## config.mk

```make
export PLATFORM = sky130hd
export DESIGN_NAME = esa_ctrl
export DESIGN_NICKNAME = d
export VERILOG_FILES = /design/src/rtl/esa_pkg.sv /design/src/rtl/esa_div_if.sv /design/src/rtl/esa_clk_div.sv /design/src/rtl/esa_ctrl.sv
export SDC_FILE = /design/constraint.sdc
export NUM_CORES = 1
export LEC_CHECK = 0
export ABC_AREA = 1
export BUFFER_PORTS_ARGS = -buffer_cell sky130_fd_sc_hd__buf_2
export CAP_MARGIN = 10
export CORE_UTILIZATION = 30
export DETAILED_ROUTE_END_ITERATION = 12
export PLACE_DENSITY = 0.45
export RECOVER_POWER = 25
export SLEW_MARGIN = 0
export SYNTH_ARGS = -nofsm -noshare
export SYNTH_HDL_FRONTEND = slang
export SYNTH_SLANG_ARGS = --single-unit
```

## constraint.sdc

```tcl
create_clock -name clk -period 11.04 [get_ports clk]
set_clock_uncertainty 0.15 [all_clocks]
set_input_delay 0.552 -clock clk [delete_from_list [all_inputs] [get_ports clk]]
set_output_delay 0.552 -clock clk [all_outputs]
set_load 0.05 [all_outputs]
```

## src/rtl/esa_pkg.sv

```systemverilog
// Shared constants and types for the event-sampling converter control block
package esa_pkg;

  // Register addresses on the reconfiguration port
  localparam logic [6:0]  ADDR_RESULT_LAST = 7'h1F;
  localparam logic [6:0]  ADDR_CFG0        = 7'h40;
  localparam logic [6:0]  ADDR_CFG1        = 7'h41;
  localparam logic [6:0]  ADDR_CFG2        = 7'h42;
  localparam logic [6:0]  ADDR_SEQ_MASK    = 7'h48;

  // Field positions
  localparam int          CFG0_CHAN_LSB    = 0;
  localparam int          CFG0_SETTLE_BIT  = 8;
  localparam int          CFG0_EVENT_BIT   = 9;
  localparam int          CFG0_AVG_LSB     = 12;
  localparam int          CFG1_SEQ_LSB     = 12;
  localparam int          CFG2_DIV_LSB     = 8;
  localparam int          RESULT_LSB       = 6;

  // Reset values
  localparam logic [15:0] CFG0_RST         = 16'h0000;
  localparam logic [15:0] CFG1_RST         = 16'h0000;
  localparam logic [15:0] CFG2_RST         = 16'h0800;
  localparam logic [15:0] SEQ_MASK_RST     = 16'h0001;

  // Timing counts
  localparam logic [4:0]  CONV_TICKS       = 5'h16;
  localparam logic [3:0]  EOC_DELAY        = 4'hA;
  localparam logic [1:0]  PORT_LATENCY     = 2'h3;
  localparam logic [3:0]  ACQ_TICKS        = 4'h4;
  localparam logic [3:0]  SETTLE_TICKS     = 4'h6;
  localparam logic [7:0]  MIN_DIV          = 8'h08;

  typedef enum logic [1:0] {
    ST_ACQ,
    ST_WAIT_TICK,
    ST_CONV
  } esa_state_t;

endpackage : esa_pkg

```

## src/rtl/esa_div_if.sv

```systemverilog
// Converter clock divider link between control and divider
`timescale 1ns/10ps
interface esa_div_if;
  logic [7:0] ratio;
  logic       tick;
  logic       level;

  modport ctl (output ratio, input tick, input level);
  modport gen (input ratio, output tick, output level);
endinterface : esa_div_if

```

## src/rtl/esa_clk_div.sv

```systemverilog
// Converter clock generator: divides the port clock by a floored ratio
`timescale 1ns/10ps
module esa_clk_div
  import esa_pkg::*;
#(
  parameter int DIV_W = 8
)(
  input  wire logic clk,
  input  wire logic rst_n,
  esa_div_if.gen    div
);

  logic [DIV_W-1:0] cnt_ff;
  logic [DIV_W-1:0] eff_ratio;
  logic             tick_ff;
  logic             level_ff;

  // Ratios below the floor are raised to it, never honoured
  assign eff_ratio = (div.ratio < MIN_DIV) ? MIN_DIV : div.ratio;

  always_ff @(posedge clk or negedge rst_n)
  begin
    if (!rst_n)
    begin
      cnt_ff   <= '0;
      tick_ff  <= 1'b0;
      level_ff <= 1'b0;
    end
    else
    begin
      tick_ff <= (cnt_ff == DIV_W'(eff_ratio - 8'h01));
      if (cnt_ff >= DIV_W'(eff_ratio - 8'h01))
        cnt_ff <= '0;
      else
        cnt_ff <= DIV_W'(cnt_ff + 1'b1);
      level_ff <= (cnt_ff < DIV_W'(eff_ratio >> 1));
    end
  end

  assign div.tick  = tick_ff;
  assign div.level = level_ff;

endmodule : esa_clk_div

```

## src/rtl/esa_ctrl.sv

```systemverilog
// Event-sampling converter control: trigger, busy, results and port
//
// Function
// - Trigger rising edge marks the sampling instant
// - Busy rises on next port clock edge
// - Asynchronous trigger resynchronised to converter clock (here pins taken as synchronous to clk, no synchroniser)
// - No triggered sampling while sequencer enabled
// - Port clock must run during triggered operation
// - Extra settle bit ignored in triggered mode
// - Both trigger inputs are ORed together
// - Conversion starts on next converter clock edge
// - Triggers ignored, no abort, while busy
// - Settings latched when busy falls
// - Result and end pulse ten cycles later
// - Averaged channel reports only final sample
// - End, sequence and channel outputs as continuous
// - First result follows first trigger after reset (here reset leaves event mode off, so conversions run free)
// - Converter clock ratio at least eight
// - Port write stored three cycles later, done
// - Port read data valid three cycles later
// - Converter clock divided from port clock
// - Conversion lasts twenty-two converter clocks
// - Channel output updated when busy falls
// - Sequence end pulses on last channel
//
// The placing of the registers and the plain strobed port were decided locally.
`timescale 1ns/10ps
module esa_ctrl
  import esa_pkg::*;
(
  input  wire logic        clk,
  input  wire logic        rst_b,
  input  wire logic        trigger_level_input,
  input  wire logic        trigger_clocked_input,
  input  wire logic [9:0]  conv_code,
  input  wire logic        port_access_enable,
  input  wire logic        port_write_enable,
  input  wire logic [6:0]  port_addr_bus,
  input  wire logic [15:0] port_write_bus,
  output logic      [15:0] port_read_bus,
  output logic             port_access_done,
  output logic             busy,
  output logic             conv_done_pulse,
  output logic             sequence_done_pulse,
  output logic      [4:0]  channel
);

  function automatic logic [4:0] esa_next_chan(input logic [15:0] mask,
                                               input logic [4:0]  cur);
    logic [4:0] pick;
    logic [3:0] idx;
    pick = cur;
    // Descending scan so the nearest following channel wins
    for (int i = 16; i >= 1; i--)
    begin
      idx = 4'(cur[3:0] + 4'(i));
      if (mask[idx])
        pick = {1'b0, idx};
    end
    return pick;
  endfunction : esa_next_chan

  function automatic logic [4:0] esa_last_chan(input logic [15:0] mask);
    logic [4:0] pick;
    pick = 5'h00;
    for (int i = 0; i < 16; i++)
    begin
      if (mask[i])
        pick = 5'(i);
    end
    return pick;
  endfunction : esa_last_chan

  // Reset release synchroniser
  logic             rst_meta_ff;
  logic             rst_n;

  // Trigger path
  logic             trig_now;
  logic             trig_prev_ff;
  logic             trig_rise;

  // Written and active configuration
  logic [15:0]      cfg0_ff;
  logic [15:0]      cfg1_ff;
  logic [15:0]      cfg2_ff;
  logic [15:0]      seq_mask_ff;
  logic [15:0]      act_cfg0_ff;
  logic [15:0]      act_cfg1_ff;
  logic [15:0]      act_cfg2_ff;
  logic [15:0]      act_mask_ff;
  logic             event_mode;
  logic             seq_on;
  logic [3:0]       acq_len;
  logic [4:0]       cur_chan;

  // Conversion sequencing
  esa_state_t       state_ff;
  logic [3:0]       acq_cnt_ff;
  logic [4:0]       tick_cnt_ff;
  logic             busy_ff;
  logic             conv_end;
  logic [4:0]       conv_chan_ff;
  logic [4:0]       seq_chan_ff;
  logic [4:0]       channel_ff;

  // Result transfer and averaging
  logic [3:0]       eoc_cnt_ff;
  logic [9:0]       held_code_ff;
  logic             held_last_ff;
  logic [17:0]      acc_sum_ff;
  logic [8:0]       acc_cnt_ff;
  logic [4:0]       acc_chan_ff;
  logic             eoc_ff;
  logic             eos_ff;
  logic [15:0]      result_mem [32];
  logic [31:0]      res_valid_ff;
  logic [17:0]      sum_new;
  logic [8:0]       cnt_new;
  logic [8:0]       avg_need;
  logic [3:0]       avg_shift;
  logic [9:0]       avg_code;

  // Reconfiguration port
  logic [1:0]       port_cnt_ff;
  logic             port_we_ff;
  logic [6:0]       port_addr_ff;
  logic [15:0]      port_data_ff;
  logic             port_done_ff;
  logic [15:0]      port_rdata_ff;
  logic [15:0]      read_mux;

  esa_div_if        div_link ();

  always_ff @(posedge clk or negedge rst_b)
  begin
    if (!rst_b)
    begin
      rst_meta_ff <= 1'b0;
      rst_n       <= 1'b0;
    end
    else
    begin
      rst_meta_ff <= 1'b1;
      rst_n       <= rst_meta_ff;
    end
  end

  esa_clk_div #(
    .DIV_W (8)
  ) u_div (
    .clk   (clk), // No fallback oscillator: timing stops with clk
    .rst_n (rst_n),
    .div   (div_link.gen)
  );

  assign div_link.ratio = act_cfg2_ff[CFG2_DIV_LSB +: 8];

  // Pins taken as synchronous to clk: no synchroniser delay, so busy
  // rises on the first edge after the trigger edge
  assign trig_now = trigger_level_input | trigger_clocked_input;

  always_ff @(posedge clk or negedge rst_n)
  begin
    if (!rst_n)
      trig_prev_ff <= 1'b0;
    else
      trig_prev_ff <= trig_now;
  end

  assign trig_rise = trig_now & ~trig_prev_ff & ~busy_ff;

  // Sequencer overrides the trigger: the two never run together
  assign seq_on     = (act_cfg1_ff[CFG1_SEQ_LSB +: 2] != 2'b00);
  assign event_mode = act_cfg0_ff[CFG0_EVENT_BIT] & ~seq_on;
  assign acq_len    = act_cfg0_ff[CFG0_SETTLE_BIT] ? 4'(ACQ_TICKS + SETTLE_TICKS) : ACQ_TICKS;
  assign cur_chan   = seq_on ? seq_chan_ff : act_cfg0_ff[CFG0_CHAN_LSB +: 5];
  assign conv_end   = (state_ff == ST_CONV) && div_link.tick
                      && (tick_cnt_ff == 5'(CONV_TICKS - 5'h01));

  always_ff @(posedge clk or negedge rst_n)
  begin
    if (!rst_n)
    begin
      state_ff     <= ST_ACQ;
      acq_cnt_ff   <= '0;
      tick_cnt_ff  <= '0;
      busy_ff      <= 1'b0;
      conv_chan_ff <= '0;
    end
    else
    begin
      case (state_ff)
        ST_ACQ:
        begin
          if (event_mode)
          begin
            // Acquisition length is set by the trigger alone here
            acq_cnt_ff <= '0;
            if (trig_rise)
            begin
              state_ff     <= ST_WAIT_TICK;
              busy_ff      <= 1'b1;
              conv_chan_ff <= cur_chan;
            end
          end
          else if (div_link.tick)
          begin
            if (acq_cnt_ff >= 4'(acq_len - 4'h1))
            begin
              acq_cnt_ff   <= '0;
              state_ff     <= ST_CONV;
              tick_cnt_ff  <= '0;
              busy_ff      <= 1'b1;
              conv_chan_ff <= cur_chan;
            end
            else
              acq_cnt_ff <= 4'(acq_cnt_ff + 4'h1);
          end
        end
        ST_WAIT_TICK:
        begin
          if (div_link.tick)
          begin
            state_ff    <= ST_CONV;
            tick_cnt_ff <= '0;
          end
        end
        ST_CONV:
        begin
          // No abort path: only the full count ends a conversion
          if (conv_end)
          begin
            state_ff <= ST_ACQ;
            busy_ff  <= 1'b0;
          end
          else if (div_link.tick)
            tick_cnt_ff <= 5'(tick_cnt_ff + 5'h01);
        end
        default:
        begin
          state_ff <= ST_ACQ;
          busy_ff  <= 1'b0;
        end
      endcase
    end
  end

  // Settings written during a conversion apply from its end onward
  always_ff @(posedge clk or negedge rst_n)
  begin
    if (!rst_n)
    begin
      act_cfg0_ff <= CFG0_RST;
      act_cfg1_ff <= CFG1_RST;
      act_cfg2_ff <= CFG2_RST;
      act_mask_ff <= SEQ_MASK_RST;
    end
    else if (conv_end)
    begin
      act_cfg0_ff <= cfg0_ff;
      act_cfg1_ff <= cfg1_ff;
      act_cfg2_ff <= cfg2_ff;
      act_mask_ff <= seq_mask_ff;
    end
  end

  always_ff @(posedge clk or negedge rst_n)
  begin
    if (!rst_n)
    begin
      channel_ff  <= '0;
      seq_chan_ff <= '0;
    end
    else if (conv_end)
    begin
      channel_ff  <= conv_chan_ff;
      seq_chan_ff <= esa_next_chan(seq_mask_ff, conv_chan_ff);
    end
  end

  always_comb
  begin
    case (act_cfg0_ff[CFG0_AVG_LSB +: 2])
      2'b01:   begin avg_need = 9'h010; avg_shift = 4'h4; end
      2'b10:   begin avg_need = 9'h040; avg_shift = 4'h6; end
      2'b11:   begin avg_need = 9'h100; avg_shift = 4'h8; end
      default: begin avg_need = 9'h001; avg_shift = 4'h0; end
    endcase
  end

  // A channel change restarts the averaging set
  assign sum_new  = (acc_chan_ff == channel_ff) ? 18'(acc_sum_ff + {8'h00, held_code_ff})
                                                : {8'h00, held_code_ff};
  assign cnt_new  = (acc_chan_ff == channel_ff) ? 9'(acc_cnt_ff + 9'h001) : 9'h001;
  assign avg_code = 10'(sum_new >> avg_shift);

  always_ff @(posedge clk or negedge rst_n)
  begin
    if (!rst_n)
    begin
      eoc_cnt_ff   <= '0;
      held_code_ff <= '0;
      held_last_ff <= 1'b0;
      acc_sum_ff   <= '0;
      acc_cnt_ff   <= '0;
      acc_chan_ff  <= '0;
      eoc_ff       <= 1'b0;
      eos_ff       <= 1'b0;
    end
    else
    begin
      eoc_ff <= 1'b0;
      eos_ff <= 1'b0;
      if (conv_end)
      begin
        eoc_cnt_ff   <= EOC_DELAY;
        held_code_ff <= conv_code;
        held_last_ff <= seq_on && (conv_chan_ff == esa_last_chan(act_mask_ff));
      end
      else if (eoc_cnt_ff != 4'h0)
      begin
        eoc_cnt_ff <= 4'(eoc_cnt_ff - 4'h1);
        if (eoc_cnt_ff == 4'h1)
        begin
          acc_chan_ff <= channel_ff;
          if (cnt_new >= avg_need)
          begin
            acc_sum_ff <= '0;
            acc_cnt_ff <= '0;
            eoc_ff     <= 1'b1;
            eos_ff     <= held_last_ff;
          end
          else
          begin
            acc_sum_ff <= sum_new;
            acc_cnt_ff <= cnt_new;
          end
        end
      end
    end
  end

  // Result store: array without reset, written only on a completed set
  always_ff @(posedge clk)
  begin
    if ((eoc_cnt_ff == 4'h1) && !conv_end && (cnt_new >= avg_need))
      result_mem[channel_ff] <= {avg_code, 6'h00};
  end

  // Unwritten result slots read as zero rather than unknown
  always_ff @(posedge clk or negedge rst_n)
  begin
    if (!rst_n)
      res_valid_ff <= '0;
    else if ((eoc_cnt_ff == 4'h1) && !conv_end && (cnt_new >= avg_need))
      res_valid_ff[channel_ff] <= 1'b1;
  end

  always_comb
  begin
    if (port_addr_ff <= ADDR_RESULT_LAST)
      read_mux = res_valid_ff[port_addr_ff[4:0]] ? result_mem[port_addr_ff[4:0]] : 16'h0000;
    else if (port_addr_ff == ADDR_CFG0)
      read_mux = cfg0_ff;
    else if (port_addr_ff == ADDR_CFG1)
      read_mux = cfg1_ff;
    else if (port_addr_ff == ADDR_CFG2)
      read_mux = cfg2_ff;
    else if (port_addr_ff == ADDR_SEQ_MASK)
      read_mux = seq_mask_ff;
    else
      read_mux = 16'h0000;
  end

  // Enables arriving while an access is in flight are dropped
  always_ff @(posedge clk or negedge rst_n)
  begin
    if (!rst_n)
    begin
      port_cnt_ff   <= '0;
      port_we_ff    <= 1'b0;
      port_addr_ff  <= '0;
      port_data_ff  <= '0;
      port_done_ff  <= 1'b0;
      port_rdata_ff <= '0;
    end
    else
    begin
      port_done_ff <= 1'b0;
      if ((port_cnt_ff == 2'h0) && port_access_enable)
      begin
        port_cnt_ff  <= PORT_LATENCY;
        port_we_ff   <= port_write_enable;
        port_addr_ff <= port_addr_bus;
        port_data_ff <= port_write_bus;
      end
      else if (port_cnt_ff != 2'h0)
      begin
        port_cnt_ff <= 2'(port_cnt_ff - 2'h1);
        if (port_cnt_ff == 2'h1)
        begin
          port_done_ff <= 1'b1;
          if (!port_we_ff)
            port_rdata_ff <= read_mux;
        end
      end
    end
  end

  always_ff @(posedge clk or negedge rst_n)
  begin
    if (!rst_n)
    begin
      cfg0_ff     <= CFG0_RST;
      cfg1_ff     <= CFG1_RST;
      cfg2_ff     <= CFG2_RST;
      seq_mask_ff <= SEQ_MASK_RST;
    end
    else if ((port_cnt_ff == 2'h1) && port_we_ff)
    begin
      if (port_addr_ff == ADDR_CFG0)
        cfg0_ff <= port_data_ff;
      else if (port_addr_ff == ADDR_CFG1)
        cfg1_ff <= port_data_ff;
      else if (port_addr_ff == ADDR_CFG2)
        cfg2_ff <= port_data_ff;
      else if (port_addr_ff == ADDR_SEQ_MASK)
        seq_mask_ff <= port_data_ff;
    end
  end

  assign port_read_bus       = port_rdata_ff;
  assign port_access_done    = port_done_ff;
  assign busy                = busy_ff;
  assign conv_done_pulse     = eoc_ff;
  assign sequence_done_pulse = eos_ff;
  assign channel             = channel_ff;

endmodule : esa_ctrl

```

==> flow_summary.yaml, run 1 <==
power_and_ir_drop:
  powerDensity_nw_per_um2: 217.9
  p_leak_nw: 11.22
  peakVddDrop_mv: 0.1492
layout:
  final_util_pct: 34.66
  layout_commonest_cell: "nand2_1"
  register_area_um2: 16140
  fin_nets: 2705
  fillers: 8705
  drive_gt1_share_pct: 7.344
  area_growth_pct: 14.28
  final_cell_mix: "nand2_1, edfxtp_1, dfrtp_1"
  multi_input_area_um2: 8843
  n_antenna_cell: 0
  stdcell_count: 3824
route:
  wl_um: 78820
  drt-wirelength-per-cell_um: 20.61
  dr_total_vias: 19270
  dr_wl_met2_um: 34410
  met3_length_um: 4125
  drt_iter0_drc: 1452
  drc: 0
  drt-met1-wl_um: 38380
  vias_per_cell: 5.038
  topRoutingLayerUsed: "met4"
  antenna_left: 0
  drtPass1Iterations: 5
logic_synthesis:
  yosysWarnings: 0
  syn_area_um2: 26310
  synth.distinct_cells: 65
  ys_async_sr_fraction_pct: 44.92
  syn_nets: 2639
  postSynthAreaPerCell_um2: 10.31
  syn_inst: 2552
  synth_edf_count: 320
  synth_flop_cell: "edfxtp_1"
  ys_seq_elements: 581
  seq_area_frac_synth_pct: 61.36
critical_path:
  cp.arrival_ns: 6.93
  startpoint_type: "flop"
  worstSetupPathType: "flop to flop"
  crit_end: "acc_cnt_ff[1]"
  r2r_start: "tick_cnt_ff[0]"
  end_kind: "flop"
  ff2ff_setup_slack_ns: 4.46
  rr_endpoint: "acc_cnt_ff[1]"
  required_ns: 11.39
  startpoint: "tick_cnt_ff[0]"
  cp_max_fo: 76
  reg2reg_depth: 11
cts:
  clk_latency_ns: 0.62
  cts_setup_buffers: 0
  tritoncts: "built"
  cts_hold_buf: 19
  cts.repair.resized: 0
  htreeDepth: 3
  cts.sinks: 581
  clkTransAtPathRegs_ns: 0.06
  root_buffer: "clkbuf_16"
  clockBufferDepth: 3
  cts_buffers: 66
floorplan:
  start_util_pct: 30.33
  die_h_um: 298.1
  dieArea_um2: 88880
  die_w_um: 298.1
  coreArea_um2: 86750
  io_pins: 64
  num_rows: 108
global_route:
  grt_usage_pct: 17.68
  antenna_found_initial: 1
  grt-ovfl-total: 0
  grt_pass1_vias: 18990
  grt_pass1_wl_um: 120200
  grt_max_degree: 161
timing:
  hold_viol: 0
  fin_crit_sh_pct: 59.56
  whs_ns: 0.02497
  slew_headroom_pct: -118.6
  tightest_slew_ns: 3.280
  rsz0062_at_grt: "no"
  setup_slack_ns: 4.465
  slew_viol_final: 162
  fmax_ghz: 0.1521
  tns_ns: 0
  min_period_ns: 6.575
  finalSetupViolations: 0
run_status:
  outcome: "finished with violations"
  violations: "max-capacitance violations, max-slew violations"
place:
  pre_cts_slack_ns: 5.771
  post-dp-hpwl_um: 52970
  port_buffers: 63
  globalplace.congestion: 0.8668
  placed_cells: 3686
worst_hold_path:
  hold_path.class: "input pin to flop"
job:
  drv_cap: 3
## per-layer routing
layer	vias up	track usage (%)
met5	-	0
met4	0	4.701
met3	104	3.070
met2	507	26.12
met1	9568	26.45
li1	9087	-
## where the power goes
| part | switching, mW | internal (mW) |
|---|---|---|
| clock network | 0.914 | 1.26 |
| logic | 1.30 | 0.540 |
| registers | 0.129 | 2.41 |
## logic make-up after synthesis
kind of cell | Yosys count | share of synthesized area [%]
AOI/OAI and AO/OA | 665 | 15.82
xor gates and xnor gates | 28 | 0.9607
adders and majority gates | 48 | 2.311
buffers and inverters | 339 | 5.165
DFF | 581 | 61.36
muxes | 4 | 0.1522
other | 1 | 0.01425
and+or+nand+nor | 886 | 14.21
## state kept, by name, indices dropped and copies added (netlist names), 10 cells and up
register / count
held_code_ff: 10
cfg1_ff: 16
result_mem: 320
port_read_bus: 16
cfg0_ff: 16
seq_mask_ff: 16
acc_sum_ff: 18
cfg2_ff: 16
port_data_ff: 16
res_valid_ff: 32
act_mask_ff: 15
## cell usage after synthesis, types with 5 or more instances
library cell	instances	share of area [%]
a211oi_1	5	0.14
a21boi_0	24	0.68
a21oi_1	117	2.2
a221oi_1	16	0.53
a22o_1	5	0.17
a22oi_1	171	4.9
buf_2	12	0.23
clkbuf_1	80	1.1
clkinv_1	5	0.071
dfrtp_1	258	25
edfxtp_1	320	37
ha_1	47	2.2
inv_1	219	3.1
inv_2	10	0.14
nand2_1	585	8.3
nand3_1	109	2.1
nand4_1	9	0.21
nor2_1	114	1.6
nor3_1	23	0.44
nor4_1	10	0.24
o211ai_1	21	0.60
o21ai_0	226	4.3
o21ai_1	8	0.15
o21bai_1	13	0.37
o221ai_1	10	0.33
o22ai_1	17	0.40
o31ai_1	5	0.14
or2_1	6	0.14
or2_2	5	0.12
xnor2_1	7	0.23
xor2_1	20	0.67
## stage by stage
stage	instance area, um^2	total power [mW]
detailed placement	27800	4.401
global placement	27800	4.397
global route	30070	6.866
finish	30070	6.550
floorplan	26310	3.707
CTS	30110	6.595
## layout make-up
class | count | share of cell area [%]
flip-flops and latches | 581 | 53.70
repair buffers | 103 | 2.102
multi-input cells | 1632 | 29.41
clock buffers | 86 | 5.843
clock inverters | 33 | 1.215
well taps | 1155 | 4.807
inverters | 234 | 2.921
## worst max-delay path, cell delays in order (launching register included)
cell and delay, ns:
dfrtp_1 0.42, ha_1 0.21, nand2_1 0.07, nor3_1 0.05
nand2_2 0.05, clkbuf_1 2.29, nand2_1 0.40, nor2_1 0.94
clkinv_1 0.99, nor2_8 0.44, inv_2 0.21, o21ai_0 0.21
## how the worst min path moves through the flow
stage,from,to,slack (ns),depth (start not counted)
floorplan,rst_b,rst_meta_ff,0.11,0
global placement,rst_n,u_div.cnt_ff[1],0.14,0
detailed placement,rst_n,u_div.cnt_ff[1],0.14,0
CTS,conv_code[7],held_code_ff[7],0.002,3
global route,conv_code[4],held_code_ff[4],0.01,3
finish,conv_code[7],held_code_ff[7],0.02,3
Power figures use the tool's default switching activity.
==> inputs of run 2 (changes only) <==
- PLACE_DENSITY: 0.45 -> 0.47
- clock period: 11.04 -> 5.4 ns (I/O delays scaled with it)
==> flow_summary.yaml, run 2 (same netlist as run 1, synthesis figures left out) <==
run_status:
  outcome: "finished with violations"
  violations: "max-capacitance violations, max-slew violations"
timing:
  tightest_slew_ns: 3.068
  fmax_ghz: 0.2195
  rsz0062_at_grt: "no"
  min_period_ns: 4.555
  tns_ns: 0
  slew_viol_final: 228
  finalSetupViolations: 0
  slew_headroom_pct: -104.5
  hold_viol: 0
  fin_crit_sh_pct: 84.36
cts:
  htreeDepth: 2
  clk_latency_ns: 0.68
  clkTransAtPathRegs_ns: 0.06
  tritoncts: "built"
  clockBufferDepth: 3
  cts.repair.resized: 0
  cts_hold_buf: 42
  cts_buffers: 61
  cts.sinks: 581
  cts_setup_buffers: 0
  root_buffer: "clkbuf_16"
place:
  port_buffers: 63
  placed_cells: 3713
  post-dp-hpwl_um: 53840
  dpl_cell_area_um2: 27990
  globalplace.congestion: 0.8626
layout:
  area_growth_pct: 16.14
  top_register: "result_mem"
  drive_gt1_share_pct: 8.395
  n_antenna_cell: 0
  final_cell_mix: "nand2_1, edfxtp_1, dfrtp_1"
  largestRegisters: "result_mem: 320 flops, res_valid_ff: 32 flops, acc_sum_ff: 18 flops"
  layout_commonest_cell: "nand2_1"
  final_area_um2: 30560
  largest_reg_flops: 320
  final_util_pct: 35.22
  stdcell_count: 3871
  fin_nets: 2750
floorplan:
  coreArea_um2: 86750
  dieArea_um2: 88880
  start_util_pct: 30.33
  num_rows: 108
  io_pins: 64
  die_h_um: 298.1
  die_w_um: 298.1
critical_path:
  worstSetupPathType: "flop to flop"
  cp_max_fo: 19
  cp.arrival_ns: 4.68
  required_ns: 5.52
  end_kind: "flop"
  startpoint_type: "flop"
route:
  drc: 0
  drt-wirelength-per-cell_um: 20.24
  wl_um: 78360
  antenna_left: 0
  drtPass1Iterations: 6
  vias_per_cell: 5.045
  drt_iter0_drc: 1827
  dr_total_vias: 19530
power_and_ir_drop:
  total_power_mw: 13.56
  p_leak_nw: 11.49
  powerDensity_nw_per_um2: 443.7
  peakVddDrop_mv: 0.2668
global_route:
  grt_usage_pct: 17.54
  grt_pass1_vias: 19150
  grt_pass1_wl_um: 119900
  grt-ovfl-total: 0
  grt_max_degree: 146
  antenna_found_initial: 0
job:
  drv_cap: 4
worst_hold_path:
  hold_path.class: "flop to flop"
run 2: cell count changes in the layout (fill, tap and decap cells not counted), sizes merged:
cell,before,now
clkbuf,115,106
buf,55,81
dlygate4sd3,19,42
inv,233,229
bufinv,5,11
clkinv,29,31
clkinvlp,0,3
run 2: final timing paths:
path / start / end / slack [ns] / cells after the start
min reg2reg: rst_meta_ff / rst_n / 0.20 / 0
max: channel[2] / result_mem[21][3] / 0.84 / 16
min in group asynchronous: rst_b / rst_meta_ff / 0.33 / 3
min: rst_meta_ff / rst_n / 0.20 / 0
max in group asynchronous: rst_n / res_valid_ff[8] / 1.56 / 1
max reg2reg: channel[2] / result_mem[21][3] / 0.84 / 16
run 2: layout make-up:
cell class | count | area (um^2)
Fill cell | 8744 | 56200
Sequential cell | 581 | 16140
Multi-Input combinational cell | 1632 | 8828
Clock buffer | 76 | 1643
Tap cell | 1155 | 1445
Timing Repair Buffer | 153 | 1060
Inverter | 234 | 878.3
Clock inverter | 40 | 556.8
run 2: worst max-delay path: stages (launching register included):
cell	delay (ns)
dfrtp_1	0.47
xor2_1	0.19
nor2_1	0.15
nand3_2	0.28
inv_2	0.34
nand2_1	0.09
a31oi_1	0.23
ha_1	0.22
inv_1	0.09
nor4_4	0.29
nand2_1	0.07
o211a_1	0.24
nand2_4	0.10
nand2_4	0.17
nor2_1	0.14
inv_1	0.22
nor2_1	0.72
run 2: layer usage:
metal | vias to the layer above | GRT usage (%) | wire length [um]
met5 | - | 0 | 0
met4 | 0 | 4.200 | 1561
met3 | 92 | 2.246 | 3756
met2 | 529 | 26.09 | 33960
met1 | 9728 | 26.79 | 39080
li1 | 9182 | - | -
run 2: through the flow:
stage / hold WS, ns / worst slack (ns)
2_1_floorplan: -0.1756 / 0.9720
3_3_place_gp: -0.09352 / 0.9079
3_5_place_dp: -0.09293 / 0.8189
4_1_cts: 0.1873 / 0.8151
5_1_grt: 0.2095 / 0.4875
6_report: 0.2021 / 0.8446
run 2: power by group:
group | internal (mW) | leakage, nW | switching [mW] | total, mW
registers | 4.93 | 5.34 | 0.261 | 5.19
clock network | 2.70 | 1.08 | 1.86 | 4.56
logic | 1.16 | 5.07 | 2.64 | 3.80
